## src/fsoc_pkg.sv

```systemverilog
// constants, field layouts and carrier types of the fail-safe output control
// assumes a single 100 MHz clock shared by all fail-safe logic
package fsoc_pkg;

  // ****************************************
  // clock and timing
  // ****************************************
  localparam int CLK_FREQ_KHZ = 100_000;
  localparam int MS_TICK_MS = 1;
  localparam int MS_TICK_CYC = CLK_FREQ_KHZ * MS_TICK_MS;
  localparam int RST_HOLD_US = 10;
  localparam int RST_HOLD_CYC = RST_HOLD_US * CLK_FREQ_KHZ / 1000;
  localparam logic [11:0] STEP_SHORT_MS = 12'h00A;
  localparam logic [11:0] STEP_LONG_MS = 12'h0D2;

  // ****************************************
  // fault counter levels
  // ****************************************
  localparam logic [2:0] FLT_START = 3'h1;
  localparam logic [2:0] FLT_MAX = 3'h7;
  localparam logic [2:0] FLT_INTER_LO = 3'h3;
  localparam logic [2:0] FLT_FINAL_LO = 3'h6;
  localparam logic [2:0] FLT_INTER_HI = 3'h1;
  localparam logic [2:0] FLT_FINAL_HI = 3'h2;
  localparam logic [3:0] WDOG_ERR_STEP = 4'h2;

  // ****************************************
  // effect selector encodings (bit 0 reset, bit 1 primary)
  // ****************************************
  localparam int EFF_RST_BIT = 0;
  localparam int EFF_SAFE_BIT = 1;
  // the fault level selector orders its bits the other way round
  localparam int FLT_EFF_SAFE_BIT = 0;
  localparam int FLT_EFF_RST_BIT = 1;

  // ****************************************
  // carrier types
  // ****************************************
  typedef struct packed {
    logic wdogMax;
    logic underVolt;
    logic overVolt;
    logic feedback;
    logic extIc;
    logic faultLevel;
  } fsoc_src_en_t;

  typedef struct packed {
    logic [1:0] wdogEffectSel;
    logic [1:0] faultCountEffectSel;
    logic faultThresholdSel;
    logic [2:0] wdogErrLimit;
    logic [2:0] wdogGoodLimit;
    fsoc_src_en_t rstSrcEn;
    fsoc_src_en_t safeSrcEn;
  } fsoc_cfg_t;

  localparam fsoc_cfg_t CFG_RESET = '{
    wdogEffectSel: 2'h3, faultCountEffectSel: 2'h3,
    faultThresholdSel: 1'b0, wdogErrLimit: 3'h6, wdogGoodLimit: 3'h6,
    rstSrcEn: 6'h3F, safeSrcEn: 6'h3F};

  typedef struct packed {
    logic coreUv;
    logic analogUv;
    logic auxUv;
    logic coreOv;
    logic analogOv;
    logic auxOv;
    logic feedbackFault;
    logic extIcErr;
    logic preregOv;
    logic selftestFail;
    logic primaryShortHigh;
    logic resetShortHigh;
    logic secondaryShortHigh;
  } fsoc_faults_t;

  typedef struct packed {
    logic durationMode;
    logic [3:0] timeCode;
    logic timeScale;
  } fsoc_sec_cfg_t;

  typedef enum logic [1:0] {
    SEC_IDLE = 2'b00,
    SEC_DELAY = 2'b01,
    SEC_HOLD = 2'b10,
    SEC_DURATION = 2'b11
  } fsoc_sec_state_t;

endpackage

```

## src/fsoc_ms_tick.sv

```systemverilog
// millisecond tick divider for the secondary output timer
// assumes clear is a one-cycle pulse from the same clock domain
`timescale 1ns/10ps
module fsoc_ms_tick
  import fsoc_pkg::*;
#(
  parameter int TICK_CYC = MS_TICK_CYC
) (
  // clock and reset
  input wire logic clock,
  input wire logic rst,
  // control
  input wire logic clear,
  // tick
  output logic tick
);

  logic [19:0] count_q;
  logic [19:0] count_d;
  wire atEnd = (count_q == 20'(TICK_CYC - 1));

  assign count_d = (clear || atEnd) ? 20'h0_0000 : count_q + 20'h0_0001;

  always_ff @(posedge clock) begin
    if (rst) begin
      count_q <= 20'h0_0000;
      tick <= 1'b0;
    end else begin
      count_q <= count_d;
      tick <= atEnd && !clear;
    end
  end

endmodule

```

## src/fsoc_sec_timer.sv

```systemverilog
// secondary safe output sequencer: delay mode and duration mode
// assumes start is the cycle in which the primary output goes low
`timescale 1ns/10ps
module fsoc_sec_timer
  import fsoc_pkg::*;
(
  // clock and reset
  input wire logic clock,
  input wire logic rst,
  // timing
  input wire logic msTick,
  input wire logic start,
  input wire fsoc_sec_cfg_t secCfg,
  // release
  input wire logic release_req,
  input wire logic switchClosed,
  // output
  output logic secondaryN_q
);

  fsoc_sec_state_t state_q;
  fsoc_sec_state_t state_d;
  logic [11:0] msCount_q;
  logic [11:0] msCount_d;

  wire [11:0] stepMs = secCfg.timeScale ? STEP_LONG_MS : STEP_SHORT_MS;
  wire [11:0] targetMs = 12'({8'h00, secCfg.timeCode} * stepMs);
  wire zeroTime = (targetMs == 12'h000);
  wire expired = msTick && (msCount_q + 12'h001 >= targetMs);
  wire releaseOk = release_req && switchClosed;

  always_comb begin
    state_d = state_q;
    msCount_d = msTick ? msCount_q + 12'h001 : msCount_q;
    if (start) begin
      msCount_d = 12'h000;
      if (secCfg.durationMode) begin
        state_d = zeroTime ? SEC_IDLE : SEC_DURATION;
      end else begin
        state_d = zeroTime ? SEC_HOLD : SEC_DELAY;
      end
    end else begin
      case (state_q)
        SEC_DELAY: if (expired) begin
          state_d = SEC_HOLD;
        end
        SEC_HOLD: if (releaseOk) begin
          state_d = SEC_IDLE;
        end
        SEC_DURATION: if (expired) begin
          state_d = SEC_IDLE;
        end
        SEC_IDLE: state_d = SEC_IDLE;
        default: state_d = SEC_IDLE;
      endcase
    end
  end

  always_ff @(posedge clock) begin
    if (rst) begin
      state_q <= SEC_IDLE;
      msCount_q <= 12'h000;
      secondaryN_q <= 1'b1;
    end else begin
      state_q <= state_d;
      msCount_q <= msCount_d;
      secondaryN_q <= !(state_d == SEC_HOLD || state_d == SEC_DURATION);
    end
  end
endmodule

```

## src/fsoc_core.sv

```systemverilog
// fail-safe output control: fault counter, reset and safe output decisions
// assumes watchdog, spi and unlock checks are done by neighbouring logic on
// the same clock; analog fault flags arrive asynchronously
//
// Functional notes
// - watchdog error maximum adds one fault
// - mode 01: wdog resets, level drives primary
// - mode 10: wdog primary, level+max drives reset
// - start and low power exit: count one, primary low
// - primary release needs zero count, unlock word
// - default limit six: seven goods lower count
// - reset sources maskable during init phase
// - fixed reset sources, no override
// - primary sources maskable during init phase
// - fixed primary sources, no override
// - secondary follows primary, delay or duration
// - delay mode: low after delay, software release
// - time from four-bit code and scale
// - zero delay asserts with primary
// - pull-up switch opens first, closed by request
// - duration mode: low then self release
// - same time code for duration, digital timing
// - threshold select picks intermediate, final levels
// - any reset or primary assertion adds one, once per cycle
// - failure adds two, good refresh subtracts one
// - good counter at limit plus good decrements
`timescale 1ns/10ps
module fsoc_core
  import fsoc_pkg::*;
#(
  parameter int TICK_CYC = MS_TICK_CYC
) (
  // clock and reset
  input wire logic clock,
  input wire logic rst,
  // state events from neighbouring logic
  input wire logic lowPowerOffExit,
  input wire logic safetyInitPhase,
  input wire logic wdogGood,
  input wire logic wdogBad,
  input wire logic initRefreshBad,
  // spi requests and configuration
  input wire fsoc_cfg_t cfgIn,
  input wire fsoc_sec_cfg_t secCfg,
  input wire logic spiResetReq,
  input wire logic spiSafeReq,
  input wire logic doubleErrorDetect,
  input wire logic pullupSwitchCloseReq,
  input wire logic primaryUnlockOk,
  input wire logic secondaryUnlockOk,
  // asynchronous fault flags
  input wire fsoc_faults_t faultsAsync,
  // outputs
  output logic resetOutN_q,
  output logic primarySafeOutN_q,
  output logic secondarySafeOutN_q,
  output logic pullupSwitchClosed_q,
  output logic [2:0] faultCount_q,
  output logic faultFinal_q,
  output logic [3:0] wdogErrCount_q
);

  // ****************************************
  // synchronisers and latched configuration
  // ****************************************
  fsoc_faults_t faultsMeta_q;
  fsoc_faults_t faults_q;
  fsoc_faults_t faultsPrev_q;
  fsoc_cfg_t cfg_q;
  logic [2:0] goodCount_q;
  logic [2:0] goodCount_d;
  logic [3:0] wdogErrCount_d;
  logic [2:0] faultCount_d;
  logic primaryN_d;
  logic [15:0] rstCnt_q;
  logic [15:0] rstCnt_d;
  logic msTick;

  always_ff @(posedge clock) begin
    if (rst) begin
      faultsMeta_q <= '0;
      faults_q <= '0;
      faultsPrev_q <= '0;
    end else begin
      faultsMeta_q <= faultsAsync;
      faults_q <= faultsMeta_q;
      faultsPrev_q <= faults_q;
    end
  end

  always_ff @(posedge clock) begin
    if (rst) begin
      cfg_q <= CFG_RESET;
    end else if (safetyInitPhase) begin
      cfg_q <= cfgIn;
    end
  end

  // ****************************************
  // watchdog counters
  // ****************************************
  wire [3:0] wdogErrSum = wdogErrCount_q + WDOG_ERR_STEP;
  wire wdogMax = wdogBad && (wdogErrSum >= {1'b0, cfg_q.wdogErrLimit});
  wire goodAtLimit = (goodCount_q == cfg_q.wdogGoodLimit);
  wire faultDec = wdogGood && goodAtLimit;

  assign wdogErrCount_d = wdogMax ? 4'h0 :
                          wdogBad ? wdogErrSum :
                          (wdogGood && wdogErrCount_q != 4'h0) ?
                          wdogErrCount_q - 4'h1 : wdogErrCount_q;
  assign goodCount_d = wdogBad ? 3'h0 :
                       faultDec ? 3'h0 :
                       wdogGood ? goodCount_q + 3'h1 : goodCount_q;

  // ****************************************
  // fault levels
  // ****************************************
  // threshold select
  wire [2:0] interLevel = cfg_q.faultThresholdSel ? FLT_INTER_HI :
                          FLT_INTER_LO;
  wire [2:0] finalLevel = cfg_q.faultThresholdSel ? FLT_FINAL_HI :
                          FLT_FINAL_LO;
  wire atInter = (faultCount_q >= interLevel);

  wire uvLevel = faults_q.coreUv || faults_q.analogUv || faults_q.auxUv;
  wire ovLevel = faults_q.coreOv || faults_q.analogOv || faults_q.auxOv;
  fsoc_faults_t faultRise;
  assign faultRise = faults_q & ~faultsPrev_q;
  wire uvRise = faultRise.coreUv || faultRise.analogUv || faultRise.auxUv;
  wire ovRise = faultRise.coreOv || faultRise.analogOv || faultRise.auxOv;
  wire anyFaultLevel = uvLevel || ovLevel || faults_q.feedbackFault ||
                       faults_q.extIcErr || faults_q.preregOv ||
                       faults_q.selftestFail || faults_q.primaryShortHigh ||
                       faults_q.resetShortHigh || faults_q.secondaryShortHigh;

  // ****************************************
  // reset output causes
  // ****************************************
  // fixed reset causes
  wire rstFixed = faultRise.preregOv || initRefreshBad ||
                  faultRise.primaryShortHigh || spiResetReq;
  // maskable reset causes; wdog effect on reset
  wire rstWdog = cfg_q.rstSrcEn.wdogMax && wdogMax &&
                 cfg_q.wdogEffectSel[EFF_RST_BIT];
  wire rstLevel = cfg_q.rstSrcEn.faultLevel && atInter && wdogMax &&
                  cfg_q.faultCountEffectSel[FLT_EFF_RST_BIT];
  wire rstCfg = rstWdog || rstLevel ||
                (cfg_q.rstSrcEn.underVolt && uvRise) ||
                (cfg_q.rstSrcEn.overVolt && ovRise) ||
                (cfg_q.rstSrcEn.feedback && faultRise.feedbackFault);
  wire rstCause = rstFixed || rstCfg;
  wire rstNew = rstCause && (rstCnt_q == 16'h0000);

  // ****************************************
  // primary safe output causes
  // ****************************************
  // fixed primary causes
  wire safeFixed = faults_q.preregOv || initRefreshBad ||
                   faults_q.selftestFail || faults_q.resetShortHigh ||
                   faults_q.secondaryShortHigh || spiSafeReq ||
                   doubleErrorDetect;
  wire safeWdog = cfg_q.safeSrcEn.wdogMax && wdogMax &&
                  cfg_q.wdogEffectSel[EFF_SAFE_BIT];
  wire safeLevel = cfg_q.safeSrcEn.faultLevel && atInter &&
                   cfg_q.faultCountEffectSel[FLT_EFF_SAFE_BIT];
  wire safeCfg = safeWdog || safeLevel ||
                 (cfg_q.safeSrcEn.underVolt && uvLevel) ||
                 (cfg_q.safeSrcEn.overVolt && ovLevel) ||
                 (cfg_q.safeSrcEn.feedback && faults_q.feedbackFault) ||
                 (cfg_q.safeSrcEn.extIc && faults_q.extIcErr);
  wire safeCause = safeFixed || safeCfg;
  wire safeNew = safeCause && primarySafeOutN_q;

  // ****************************************
  // fault counter
  // ****************************************
  // one step per cycle with any assertion event or wdog maximum
  wire faultInc = wdogMax || rstNew || safeNew;

  always_comb begin
    faultCount_d = faultCount_q;
    // start level after low power exit
    if (lowPowerOffExit) begin
      faultCount_d = FLT_START;
    end else if (faultInc && !faultDec) begin
      if (faultCount_q != FLT_MAX) begin
        faultCount_d = faultCount_q + 3'h1;
      end
    // decrement after limit plus one goods
    end else if (faultDec && !faultInc && faultCount_q != 3'h0) begin
      faultCount_d = faultCount_q - 3'h1;
    end
  end

  // ****************************************
  // outputs
  // ****************************************
  // release needs zero count, no fault, unlock
  wire primaryRelease = primaryUnlockOk && faultCount_q == 3'h0 &&
                        !anyFaultLevel && !safeCause;
  // primary low after low power exit
  assign primaryN_d = (lowPowerOffExit || safeCause) ? 1'b0 :
                      primaryRelease ? 1'b1 : primarySafeOutN_q;
  wire primaryFall = primarySafeOutN_q && !primaryN_d;

  // reset pulse length is fixed so a stuck cause cannot hold reset forever
  assign rstCnt_d = rstNew ? 16'(RST_HOLD_CYC) :
                    (rstCnt_q != 16'h0000) ? rstCnt_q - 16'h0001 : rstCnt_q;

  always_ff @(posedge clock) begin
    if (rst) begin
      faultCount_q <= FLT_START;
      primarySafeOutN_q <= 1'b0;
      resetOutN_q <= 1'b1;
      rstCnt_q <= 16'h0000;
      wdogErrCount_q <= 4'h0;
      goodCount_q <= 3'h0;
      faultFinal_q <= 1'b0;
      pullupSwitchClosed_q <= 1'b0;
    end else begin
      faultCount_q <= faultCount_d;
      primarySafeOutN_q <= primaryN_d;
      resetOutN_q <= (rstCnt_d == 16'h0000);
      rstCnt_q <= rstCnt_d;
      wdogErrCount_q <= wdogErrCount_d;
      goodCount_q <= goodCount_d;
      faultFinal_q <= (faultCount_d >= finalLevel);
      // switch opens at reset, closed on request
      if (pullupSwitchCloseReq) begin
        pullupSwitchClosed_q <= 1'b1;
      end
    end
  end

  // ****************************************
  // secondary output
  // ****************************************
  // tick restarted with each activation
  fsoc_ms_tick #(.TICK_CYC(TICK_CYC)) u_tick (
    .clock(clock),
    .rst(rst),
    .clear(primaryFall),
    .tick(msTick)
  );

  // delay mode release gated by count and unlock
  fsoc_sec_timer u_sec (
    .clock(clock),
    .rst(rst),
    .msTick(msTick),
    .start(primaryFall),
    .secCfg(secCfg),
    .release_req(secondaryUnlockOk && faultCount_q == 3'h0),
    .switchClosed(pullupSwitchClosed_q),
    .secondaryN_q(secondarySafeOutN_q)
  );
endmodule

```

## config.mk

```make
export PLATFORM = sky130hd
export DESIGN_NAME = fsoc_core
export DESIGN_NICKNAME = d
export VERILOG_FILES = /design/src/fsoc_pkg.sv /design/src/fsoc_ms_tick.sv /design/src/fsoc_sec_timer.sv /design/src/fsoc_core.sv
export SDC_FILE = /design/constraint.sdc
export NUM_CORES = 1
export LEC_CHECK = 0
export BUFFER_PORTS_ARGS = -buffer_cell sky130_fd_sc_hd__buf_4
export CAP_MARGIN = 5
export CORE_UTILIZATION = 59
export CTS_CLUSTER_DIAMETER = 60
export DETAILED_ROUTE_END_ITERATION = 6
export PLACE_DENSITY = 0.81
export SYNTH_ARGS = -nofsm -noshare
export SYNTH_HDL_FRONTEND = slang
export SYNTH_SLANG_ARGS = --single-unit
export TNS_END_PERCENT = 100
```

## constraint.sdc

```tcl
create_clock -name clock -period 5 [get_ports clock]
set_input_delay 0.75 -clock clock [delete_from_list [all_inputs] [get_ports clock]]
set_output_delay 0.75 -clock clock [all_outputs]
set_load 0.02 [all_outputs]
```

Word-level counts from Yosys, hierarchy flattened --
Index checks and enable logic that the tools add are counted.
Storage, ports and cells: bits in registers 127, input port bits 55, output and inout bits 12, logic and storage cells 205
Operators by class: add/subtract/negate cells 8, $mul 1, $lt $le $gt $ge 4, equality and inequality tests 8, mux-type cells 21, bitwise logic cells 2, reduce and logical (&&, ||, !) cells 93
Operators by type and width (count):
- logical OR 1 bit | 41
- logical AND 1 bit | 32
- logical NOT 16 bit | 2
- 2-to-1 mux 16 bit | 2
- adder 20 x 1 -> 20 bit, second input constant | 1
- == test 20 x 17 -> 1 bit, second input constant | 1
- 2-to-1 mux 2 bit | 8
- nonzero test 16 bit | 1
- subtractor 16 x 1 -> 16 bit, second input constant | 1
- 2-to-1 mux 3 bit | 5
- bitwise AND 13 bit | 1
- inverter 13 bit | 1
- adder 12 x 1 -> 12 bit, second input constant | 1
- >= comparator 12 bit | 1
- logical NOT 12 bit | 1
- multiplier 4 x 12 -> 12 bit | 1
- == test 2 bit, second input constant | 4
- 2-to-1 mux 4 bit | 2
- 2-to-1 mux 8 bit | 1
- case mux 2 bit (4 select lines) | 1
- logical NOT 1 bit | 7
- adder 3 x 1 -> 3 bit, second input constant | 2
- OR reduction 2 bit | 3
- adder 4 x 2 -> 4 bit, second input constant | 1
- other kinds (15) | 16

Depth between registers and ports, before layout --
Gate-level depths: netlist (run 1).
depth in word-level cells 21, gate-level depth with buffers 19, gate-level depth less buffers 18

Hierarchy --
Synthesis (run 1) repeated with hierarchy kept, for this count alone.
Unflattened totals: cells, all modules 717, area total of the unflattened synthesis 6387.4 µm²
Modules (own cells, without submodules):
- fsoc_core | times used 1, cells each 400, area each 3739.8 µm², seq. area each 1741.7 µm²
- fsoc_sec_timer | times used 1, cells each 208, area each 1680.4 µm², seq. area each 300.3 µm²
- fsoc_ms_tick | times used 1, cells each 109, area each 967.2 µm², seq. area each 420.4 µm²

Worst setup path before layout (run 1) --
No wires, ideal clock.
path kind input to register, from input secCfg[2] (netlist bit), to register u_sec.secondaryN_q, library setup time 0.120 ns, arrival time 4.311 ns, data required time 4.880 ns, setup slack 0.569 ns, stages on the path 19, path buffers 1, path through clkbuf_1 xor2_1 nand2_1 fa_1 inv_1 ha_1 o21ai_0 o21a_1 o21ai_0 a21oi_1 or2_2 ha_1 a211oi_1 o21ai_0 a41o_1 o2111ai_1 xnor2_1 a211oi_1 a211o_1
On the way: cells in the longest elaborated chain, start to end 9, elaborated cells between the ends (all ways) 15, those cells by class 1 x mul; 1 x order compare; 2 x eq/ne; 7 x mux; 4 x reduce/logical
Ends and longest elaborated chain:
- start, declared | line fsoc_core.sv:44 | input wire fsoc_sec_cfg_t secCfg,
- multiplier 4 x 12 -> 12 bit (*) | line fsoc_sec_timer.sv:27 | wire [11:0] targetMs = 12'({8'h00, secCfg.timeCode} * stepMs);
- >= comparator 12 bit | line fsoc_sec_timer.sv:29 | wire expired = msTick && (msCount_q + 12'h001 >= targetMs);
- logical AND 1 bit | line fsoc_sec_timer.sv:29
- 2-to-1 mux 2 bit, on equally long branches | line fsoc_sec_timer.sv:50, fsoc_sec_timer.sv:44
- case mux 2 bit (4 select lines) | line fsoc_sec_timer.sv:43 | case (state_q)
- 2-to-1 mux 2 bit (*) | line fsoc_sec_timer.sv:35 | if (start) begin
- == test 2 bit | line fsoc_sec_timer.sv:67 | secondaryN_q <= !(state_d == SEC_HOLD || state_d == SEC_DURATION);
- logical OR 1 bit (*) | line fsoc_sec_timer.sv:67
- logical NOT 1 bit (*) | line fsoc_sec_timer.sv:67
- end signal, assigned | line fsoc_sec_timer.sv:67
- end, declared | line fsoc_sec_timer.sv:18 | output logic secondaryN_q
Every way passes the cells marked *; elsewhere a longest branch is shown, timed or not. A chain may end at the register's enable or synchronous reset.

Worst setup path in the final report (run 1) --
from input secCfg[0] (netlist bit), to register u_sec.secondaryN_q
On the way: cells in the longest elaborated chain, start to end 10, elaborated cells between the ends (all ways) 16, those cells by class 1 x mul; 1 x order compare; 2 x eq/ne; 8 x mux; 4 x reduce/logical
Ends and longest elaborated chain:
- 2-to-1 mux 8 bit (*) | line fsoc_sec_timer.sv:26 | wire [11:0] stepMs = secCfg.timeScale ? STEP_LONG_MS : STEP_SHORT_MS;
- multiplier 4 x 12 -> 12 bit (*) | line fsoc_sec_timer.sv:27
- >= comparator 12 bit | line fsoc_sec_timer.sv:29
- logical AND 1 bit | line fsoc_sec_timer.sv:29
- 2-to-1 mux 2 bit, on equally long branches | line fsoc_sec_timer.sv:50, fsoc_sec_timer.sv:44
- case mux 2 bit (4 select lines) | line fsoc_sec_timer.sv:43
- 2-to-1 mux 2 bit (*) | line fsoc_sec_timer.sv:35
- == test 2 bit | line fsoc_sec_timer.sv:67
- logical OR 1 bit (*) | line fsoc_sec_timer.sv:67
- logical NOT 1 bit (*) | line fsoc_sec_timer.sv:67
Marked as above.

==> implementation parameters, run 1 <==
Parameter                              Value

GRT
  Most congested layer reported by global routing ... met2
  Total congestion overflow ... 0
  First-pass GRT wire length ... approximately 21 mm
  Largest net degree at the start of global routing ... 59
  Total Routing Usage GR ... 0.2437
  M3 GR Usage ... 0.06167
  Number of global-route vias before repair ... 4726
  Global Route met1 Usage ... 0.2837
  Met2 track demand over resource in global routing ... 0.4295
  Antenna violations before repair ... 0

Synthesis
  Most instantiated library cell after synthesis ... sky130_fd_sc_hd__dfxtp_1
  Top cells by count, synth ... sky130_fd_sc_hd__dfxtp_1 (123), sky130_fd_sc_hd__nor2_1 (71), sky130_fd_sc_hd__nand2_1 (55)
  Synthesis Warnings ... 0
  Async set or reset register ratio after synthesis ... 0
  Post-Synthesis Cells ... between 600 and 700
  Total standard cell area after synthesis ... 6096 um2
  Number of register bits inferred by synthesis ... roughly 120
  Portion of synthesized cell area occupied by the leading cell type ... 0.4039
  Number of distinct library cells after synthesis ... 70
  Leading cell types by total area after synthesis ... sky130_fd_sc_hd__dfxtp_1 (40%), sky130_fd_sc_hd__ha_1 (8.8%), sky130_fd_sc_hd__xor2_1 (5.2%)
  Synthesized area divided by synthesized cell count ... 9.112 um2
  Cell accounting for the most synthesized area ... sky130_fd_sc_hd__dfxtp_1
  Predominant post-synthesis flop cell ... sky130_fd_sc_hd__dfxtp_1
  Syn nets ... a little under 800
  Fraction of the yosys area taken by sequential cells ... 0.4039
  Count of flip-flops with a built-in enable after synthesis ... 0

Critical path
  Arrival time at the worst endpoint ... 4570 ps
  Highest net fanout along the worst path ... 11
  Kind of end point of the critical path ... flop
  Startpoint class of the critical path ... input pin
  Setup Crit Path Kind ... input pin to flop
  Required time at the endpoint of the critical path ... about 5400 ps

Placement
  Global placement routability congestion ... approximately 0.84
  Number of placed instances with taps included ... 844
  Pre-CTS setup slack ... approximately 350 ps
  PortBufs ... 65
  Final HPWL from detailed placement ... 8.851 mm

STA
  Total Negative Setup Slacks ... 0 ps
  Fin Clk Skew ... 11.21 ps
  Portion of the clock cycle consumed by the worst path in the final layout ... 0.8312
  Maximum clock frequency ... roughly 240 MHz
  Final hold slack ... about 430 ps
  Final-report hold violation count ... 0
  Setup repair after global routing missed its margin ... no
  Number of endpoints failing setup at the final stage ... 0
  Min Clock Period, post-route ... roughly 4200 ps
  Post-layout worst setup margin ... roughly 840 ps
  Slew Limit Headroom ... 0.5680
  Slew Limit Fails ... 0
  Slew @ Worst Pin ... 647.3 ps

Cells and area
  Area used by multi-input combinational logic ... roughly 3400 um2
  Storage cell area ... between 2000 and 2500 um2
  Number of inserted diodes ... 0
  Area growth from synthesis to layout ... 19.07%
  Fill count ... 715
  Post-route insts no fill ... 876
  Share of layout cells above drive strength 1 ... 0.1588
  Final net count ... between 800 and 900

Power
  Areal power density over the cells ... approximately 440 nW/um2
  Total Power ... ~3.2 mW
  Leak ... 3.183 nW
  Maximum vdd drop ... ~0.24 mV

Detailed routing
  # DRC ... 0
  Final routed wirelength across all metal layers ... 12.34 mm
  Detail Route Antenna Nets ... 0
  Number of optimization iterations in the first detailed-route pass ... 4
  Via-per-instance ratio ... 5.468
  Routed wire per std cell ... 14.09 um
  Total vias in the final route ... roughly 4.8k
  DRC violation total after the first TritonRoute iteration ... 191

Clock network
  Clock latency on the worst-skew pair ... 530 ps
  Post-cts resize count ... 0
  Reg clk slew, reported paths ... approximately 60 ps
  Hold-fix buffers at CTS ... 0
  Cell chosen for the clock root ... sky130_fd_sc_hd__clkbuf_8
  Buffers inserted by post-CTS timing repair ... 0
  TritonCTS buffer count ... 17
  CTS tree ... yes
  Sink Count ... 123
  Count of H-tree levels built during CTS ... 4
  Largest buffer count on any clock path ... 2

Floorplan
  I/O pin count ... 67
  Area of the die ... approximately 11000 um2
  FP Rows ... 36
  Initial cell density of the core ... 0.6152
  Die outline height ... just over 100 um
  Core region area ... 9910 um2
  Width of the die ... 103.6 um

Flow run
  Number of violations of the max-capacitance limit ... 0

Outcome
  Run status ... finished clean

Worst hold path
  Worst min-delay path category ... input pin to flop
-- metrics by stage --
| stage | utilization | cell area, um2 |
|---|---|---|
| detailed placement | 0.6683 | 6623 |
| global placement | 0.6683 | 6623 |
| global route | 0.7324 | 7258 |
| finish | 0.7324 | 7258 |
| CTS | 0.7324 | 7258 |
| floorplan | - | 6096 |
-- worst paths after layout --
path | startpoint | endpoint | slack [ps] | depth (start not counted)
setup / recovery | secCfg[0] | u_sec.secondaryN_q | 840 | 17
hold / removal | faultsAsync[11] | faultsMeta_q[11] | 430 | 2
hold reg to reg | faultsMeta_q[7] | faults_q[7] | 440 | 1
setup reg to reg | wdogErrCount_q[1] | faultFinal_q | 1420 | 13
-- registers in the layout (all words and copies together) (netlist names) --
register              flops
u_tick.tick               1
faultsPrev_q              9
faultCount_q              3
resetOutN_q               1
u_sec.state_q             2
rstCnt_q                 16
wdogErrCount_q            4
primarySafeOutN_q         1
u_sec.msCount_q          12
faultsMeta_q             13
faultFinal_q              1
u_tick.count_q           20
goodCount_q               3
cfg_q                    22
pullupSwitchClosed_q      1
faults_q                 13
u_sec.secondaryN_q        1
-- worst max-delay path: stages --
cell                        delay, ps
sky130_fd_sc_hd__buf_4            130
sky130_fd_sc_hd__mux2_2           340
sky130_fd_sc_hd__ha_1             350
sky130_fd_sc_hd__ha_1             330
sky130_fd_sc_hd__a211oi_1         340
sky130_fd_sc_hd__o21a_1           200
sky130_fd_sc_hd__o21ai_0          110
sky130_fd_sc_hd__and3_1           190
sky130_fd_sc_hd__or2_2            290
sky130_fd_sc_hd__ha_1             290
sky130_fd_sc_hd__a211oi_1         210
sky130_fd_sc_hd__o21ai_0          150
sky130_fd_sc_hd__a41o_1           220
sky130_fd_sc_hd__o2111ai_1        150
sky130_fd_sc_hd__xnor2_1          160
sky130_fd_sc_hd__a211oi_1         110
sky130_fd_sc_hd__a211o_1          270
-- cell families (layout without fill, tap and decap cells) --
logic type      after synthesis  count (layout)  synth area share
compound gates               86              86           0.09935
xor+xnor                     66              66           0.09483
fa+ha+maj                    45              45           0.09483
buf+inv                      57             131           0.04187
flops                       123             123            0.4039
mux                          24              24           0.03982
other cells                   1               1         0.0006152
simple gates                267             267            0.2248
-- layer usage --
metal	part of all wire	vias up
met5	0	-
met4	0.019	0
met3	0.036	25
met2	0.51	92
met1	0.43	2248
li1	-	2425
-- layout make-up --
cell class              instances  area share
multi-input cells             489      0.4654
clock inverters                14     0.02862
flip-flops and latches        123      0.3393
inverters                      34     0.01758
clock buffers                  18     0.05896
well taps                     133     0.02293
repair buffers                 65     0.06723
-- layout by cell type, fill, tap and decap left out, types with 22 or more instances in the layout --
cell,synthesis,final
sky130_fd_sc_hd__buf_4,0,65
sky130_fd_sc_hd__xor2_1,36,36
sky130_fd_sc_hd__nand2_1,55,55
sky130_fd_sc_hd__mux2i_1,22,22
sky130_fd_sc_hd__inv_1,34,34
sky130_fd_sc_hd__ha_1,43,43
sky130_fd_sc_hd__nor2b_1,45,45
sky130_fd_sc_hd__nor2_1,71,71
sky130_fd_sc_hd__xnor2_1,30,30
sky130_fd_sc_hd__dfxtp_1,123,123
-- where the power goes --
part / switching [mW] / internal [mW]
clock: 0.459 / 0.834
sequential: 0.0764 / 1.06
combinational: 0.410 / 0.334
(Power assumes the default switching activity.)
==> run 2, diff against run 1 <==
Settings changed: CORE_UTILIZATION 59 to 53, PLACE_DENSITY 0.81 to 0.77.
Clock period 5 ns to 3.5 ns, I/O delays scaled along.
==> implementation parameters, run 2 (synthesized netlist as in run 1, its figures left out) <==
Parameter                              Value

Outcome
  Run status ... complete, but fails checks
  Failing checks ... negative setup slack

GRT
  Met2 track demand over resource in global routing ... 0.3670 (-0.06250)
  Total congestion overflow ... 0 (unchanged)
  M3 GR Usage ... 0.05140 (-0.01027)
  Number of global-route vias before repair ... 4699 (-0.57%)
  Largest net degree at the start of global routing ... 59 (unchanged)
  Total Routing Usage GR ... 0.2255 (-0.01819)
  Global Route met1 Usage ... 0.2884 (+0.004710)
  Antenna violations before repair ... 0 (unchanged)
  First-pass GRT wire length ... 21.00 mm (-1.3%)
  Most congested layer reported by global routing ... met2

Clock network
  Largest buffer count on any clock path ... 2 (unchanged)
  Clock latency on the worst-skew pair ... 420 ps (-110 ps)
  Count of H-tree levels built during CTS ... 4 (unchanged)
  TritonCTS buffer count ... 17 (unchanged)
  Cell chosen for the clock root ... sky130_fd_sc_hd__clkbuf_16
  CTS tree ... yes
  Reg clk slew, reported paths ... 50 ps (about the same)
  Hold-fix buffers at CTS ... 0 (unchanged)
  Sink Count ... 123 (unchanged)

STA
  Min Clock Period, post-route ... 3509 ps
  Total Negative Setup Slacks ... -8.878 ps (-8.878 ps)
  Slew Limit Headroom ... 0.5325 (-0.03550)
  Fin Clk Skew ... 6.804 ps (-4.401 ps)
  Post-layout worst setup margin ... -8.878 ps (-853.0 ps)
  Final-report hold violation count ... 0 (unchanged)
  Maximum clock frequency ... ~280 MHz
  Portion of the clock cycle consumed by the worst path in the final layout ... 1.003
  Number of endpoints failing setup at the final stage ... 1 (+1)
  Slew Limit Fails ... 0 (unchanged)
  Slew @ Worst Pin ... 700.5 ps (+53.20 ps)
  Setup repair after global routing missed its margin ... yes

Detailed routing
  Final routed wirelength across all metal layers ... 12.74 mm (+3.2%)
  # DRC ... 0 (unchanged)
  Detail Route Antenna Nets ... 0 (unchanged)
  Number of optimization iterations in the first detailed-route pass ... 5 (+1)
  Routed wire per std cell ... 14.03 um (-0.39%)
  DRC violation total after the first TritonRoute iteration ... 304 (+59%)
  Total vias in the final route ... 4889 (+2.1%)
  Via-per-instance ratio ... 5.384 (-1.5%)

Cells and area
  Area growth from synthesis to layout ... 24.06%
  Top library cells by usage in the layout, fill and taps aside ... sky130_fd_sc_hd__dfxtp_1 (123), sky130_fd_sc_hd__buf_4 (89), sky130_fd_sc_hd__nor2_1 (71)
  Reg with most FFs ... cfg_q
  Area used by multi-input combinational logic ... 3526 um2 (+4.4%)
  Share of layout cells above drive strength 1 ... 0.2161 (+0.05733)
  Largest register FFs ... 22 (unchanged)
  Fill count ... 816 (+14%)
  Storage cell area ... 2462 um2 (unchanged)
  Number of inserted diodes ... 0 (unchanged)
  Most common library cell in the layout ignoring fill and taps ... sky130_fd_sc_hd__dfxtp_1
  Final net count ... 856 (+3.1%)
  Largest registers ... cfg_q (22), u_tick.count_q (20), rstCnt_q (16)

Critical path
  Required time at the endpoint of the critical path ... 3800 ps (-1610 ps)
  Setup Crit Path Kind ... input pin to flop
  Highest net fanout along the worst path ... 9 (-2)
  Startpoint class of the critical path ... input pin
  Arrival time at the worst endpoint ... 3810 ps (-760 ps)
  Kind of end point of the critical path ... flop

Power
  Leak ... 3.297 nW (+3.6%)
  Total Power ... 4.462 mW (+41%)
  Maximum vdd drop ... 0.3717 mV (+52%)
  Areal power density over the cells ... 590.0 nW/um2 (+35%)

Floorplan
  Width of the die ... 109.2 um (+5.4%)
  Die outline height ... 109.2 um (+5.4%)
  I/O pin count ... 67 (unchanged)
  Core region area ... 11030 um2 (+11%)
  Initial cell density of the core ... 0.5526 (-0.06252)
  FP Rows ... 38 (+5.6%)
  Area of the die ... 11930 um2 (+11%)

Placement
  PortBufs ... 65 (unchanged)
  Global placement routability congestion ... 0.8701 (+3.7%)
  Final HPWL from detailed placement ... 9.049 mm (+2.2%)

Flow run
  Number of violations of the max-capacitance limit ... 0 (unchanged)

Worst hold path
  Worst min-delay path category ... input pin to flop
run 2: changes by cell type in the layout (fill, tap and decap cells not counted), sizes merged:
cell      change
inv           -4
buf          +26
bufinv        -2
clkbuf        +2
clkinv        +2
clkinvlp      +1
run 2: routing by layer:
metal / wire, um / vias up
li1: - / 2473
met1: 5916 / 2296
met2: 6186 / 105
met3: 485 / 15
met4: 155 / 0
met5: 0 / -
run 2: layout make-up:
class | instances | area share
Clock buffer | 20 | 0.06039
Clock inverter | 11 | 0.01588
Inverter | 34 | 0.01688
Multi-Input combinational cell | 489 | 0.4662
Sequential cell | 123 | 0.3256
Tap cell | 140 | 0.02316
Timing Repair Buffer | 91 | 0.09183
run 2: power by group:
| group | total, mW | internal [mW] | leakage, nW | switching (mW) |
|---|---|---|---|---|
| Clock | 1.69 | 1.08 | 0.278 | 0.609 |
| Sequential | 1.63 | 1.52 | 1.01 | 0.112 |
| Combinational | 1.15 | 0.521 | 2.01 | 0.625 |
| Total | 4.46 | 3.12 | 3.30 | 1.35 |
run 2: per-stage QoR:
step	instances	setup slack, ps	hold slack (ps)	util	cell area, um2
after global routing	908	-193.0	319.4	0.6856	7562
after global placement	875	-381.7	419.3	0.6259	6904
after detailed placement	875	-460.8	423.9	0.6259	6904
after CTS	906	-27.45	313.6	0.6793	7493
final	908	-8.878	318.3	0.6856	7562
after floorplan	669	-250.3	413.8	-	6200
run 2: worst max-delay path, cell delays in order:
cell and delay [ps]:
sky130_fd_sc_hd__buf_4 140, sky130_fd_sc_hd__buf_4 140, sky130_fd_sc_hd__nand2_1 110, sky130_fd_sc_hd__inv_1 110, sky130_fd_sc_hd__ha_1 310, sky130_fd_sc_hd__ha_1 320, sky130_fd_sc_hd__o21ai_2 170, sky130_fd_sc_hd__o21a_1 180
sky130_fd_sc_hd__o21ai_2 70, sky130_fd_sc_hd__and3_4 180, sky130_fd_sc_hd__or2_4 250, sky130_fd_sc_hd__ha_4 210, sky130_fd_sc_hd__a211oi_2 190, sky130_fd_sc_hd__o21ai_2 90, sky130_fd_sc_hd__a41o_1 220, sky130_fd_sc_hd__o2111ai_2 80
sky130_fd_sc_hd__xnor2_1 160, sky130_fd_sc_hd__a211oi_2 110, sky130_fd_sc_hd__a211o_1 240
run 2: timing repair:
| action | CTS | global route |
|---|---|---|
| setup buffers | 0 | 2 |
| pin swaps | 1 | 9 |
| hold endpoints to repair | 0 | 0 |
| setup endpoints to repair | 2 | 3 |
| gates resized for setup | 1 | 14 |
run 2: final timing paths:
check	start	endpoint	slack (ps)	depth (start not counted)
worst max register to register	wdogErrCount_q[1]	faultFinal_q	140	13
worst min-delay path	faultsAsync[5]	faultsMeta_q[5]	320	2
worst min register to register	faultsMeta_q[0]	faults_q[0]	430	1
worst max-delay path	secCfg[0]	u_sec.secondaryN_q	-9	19
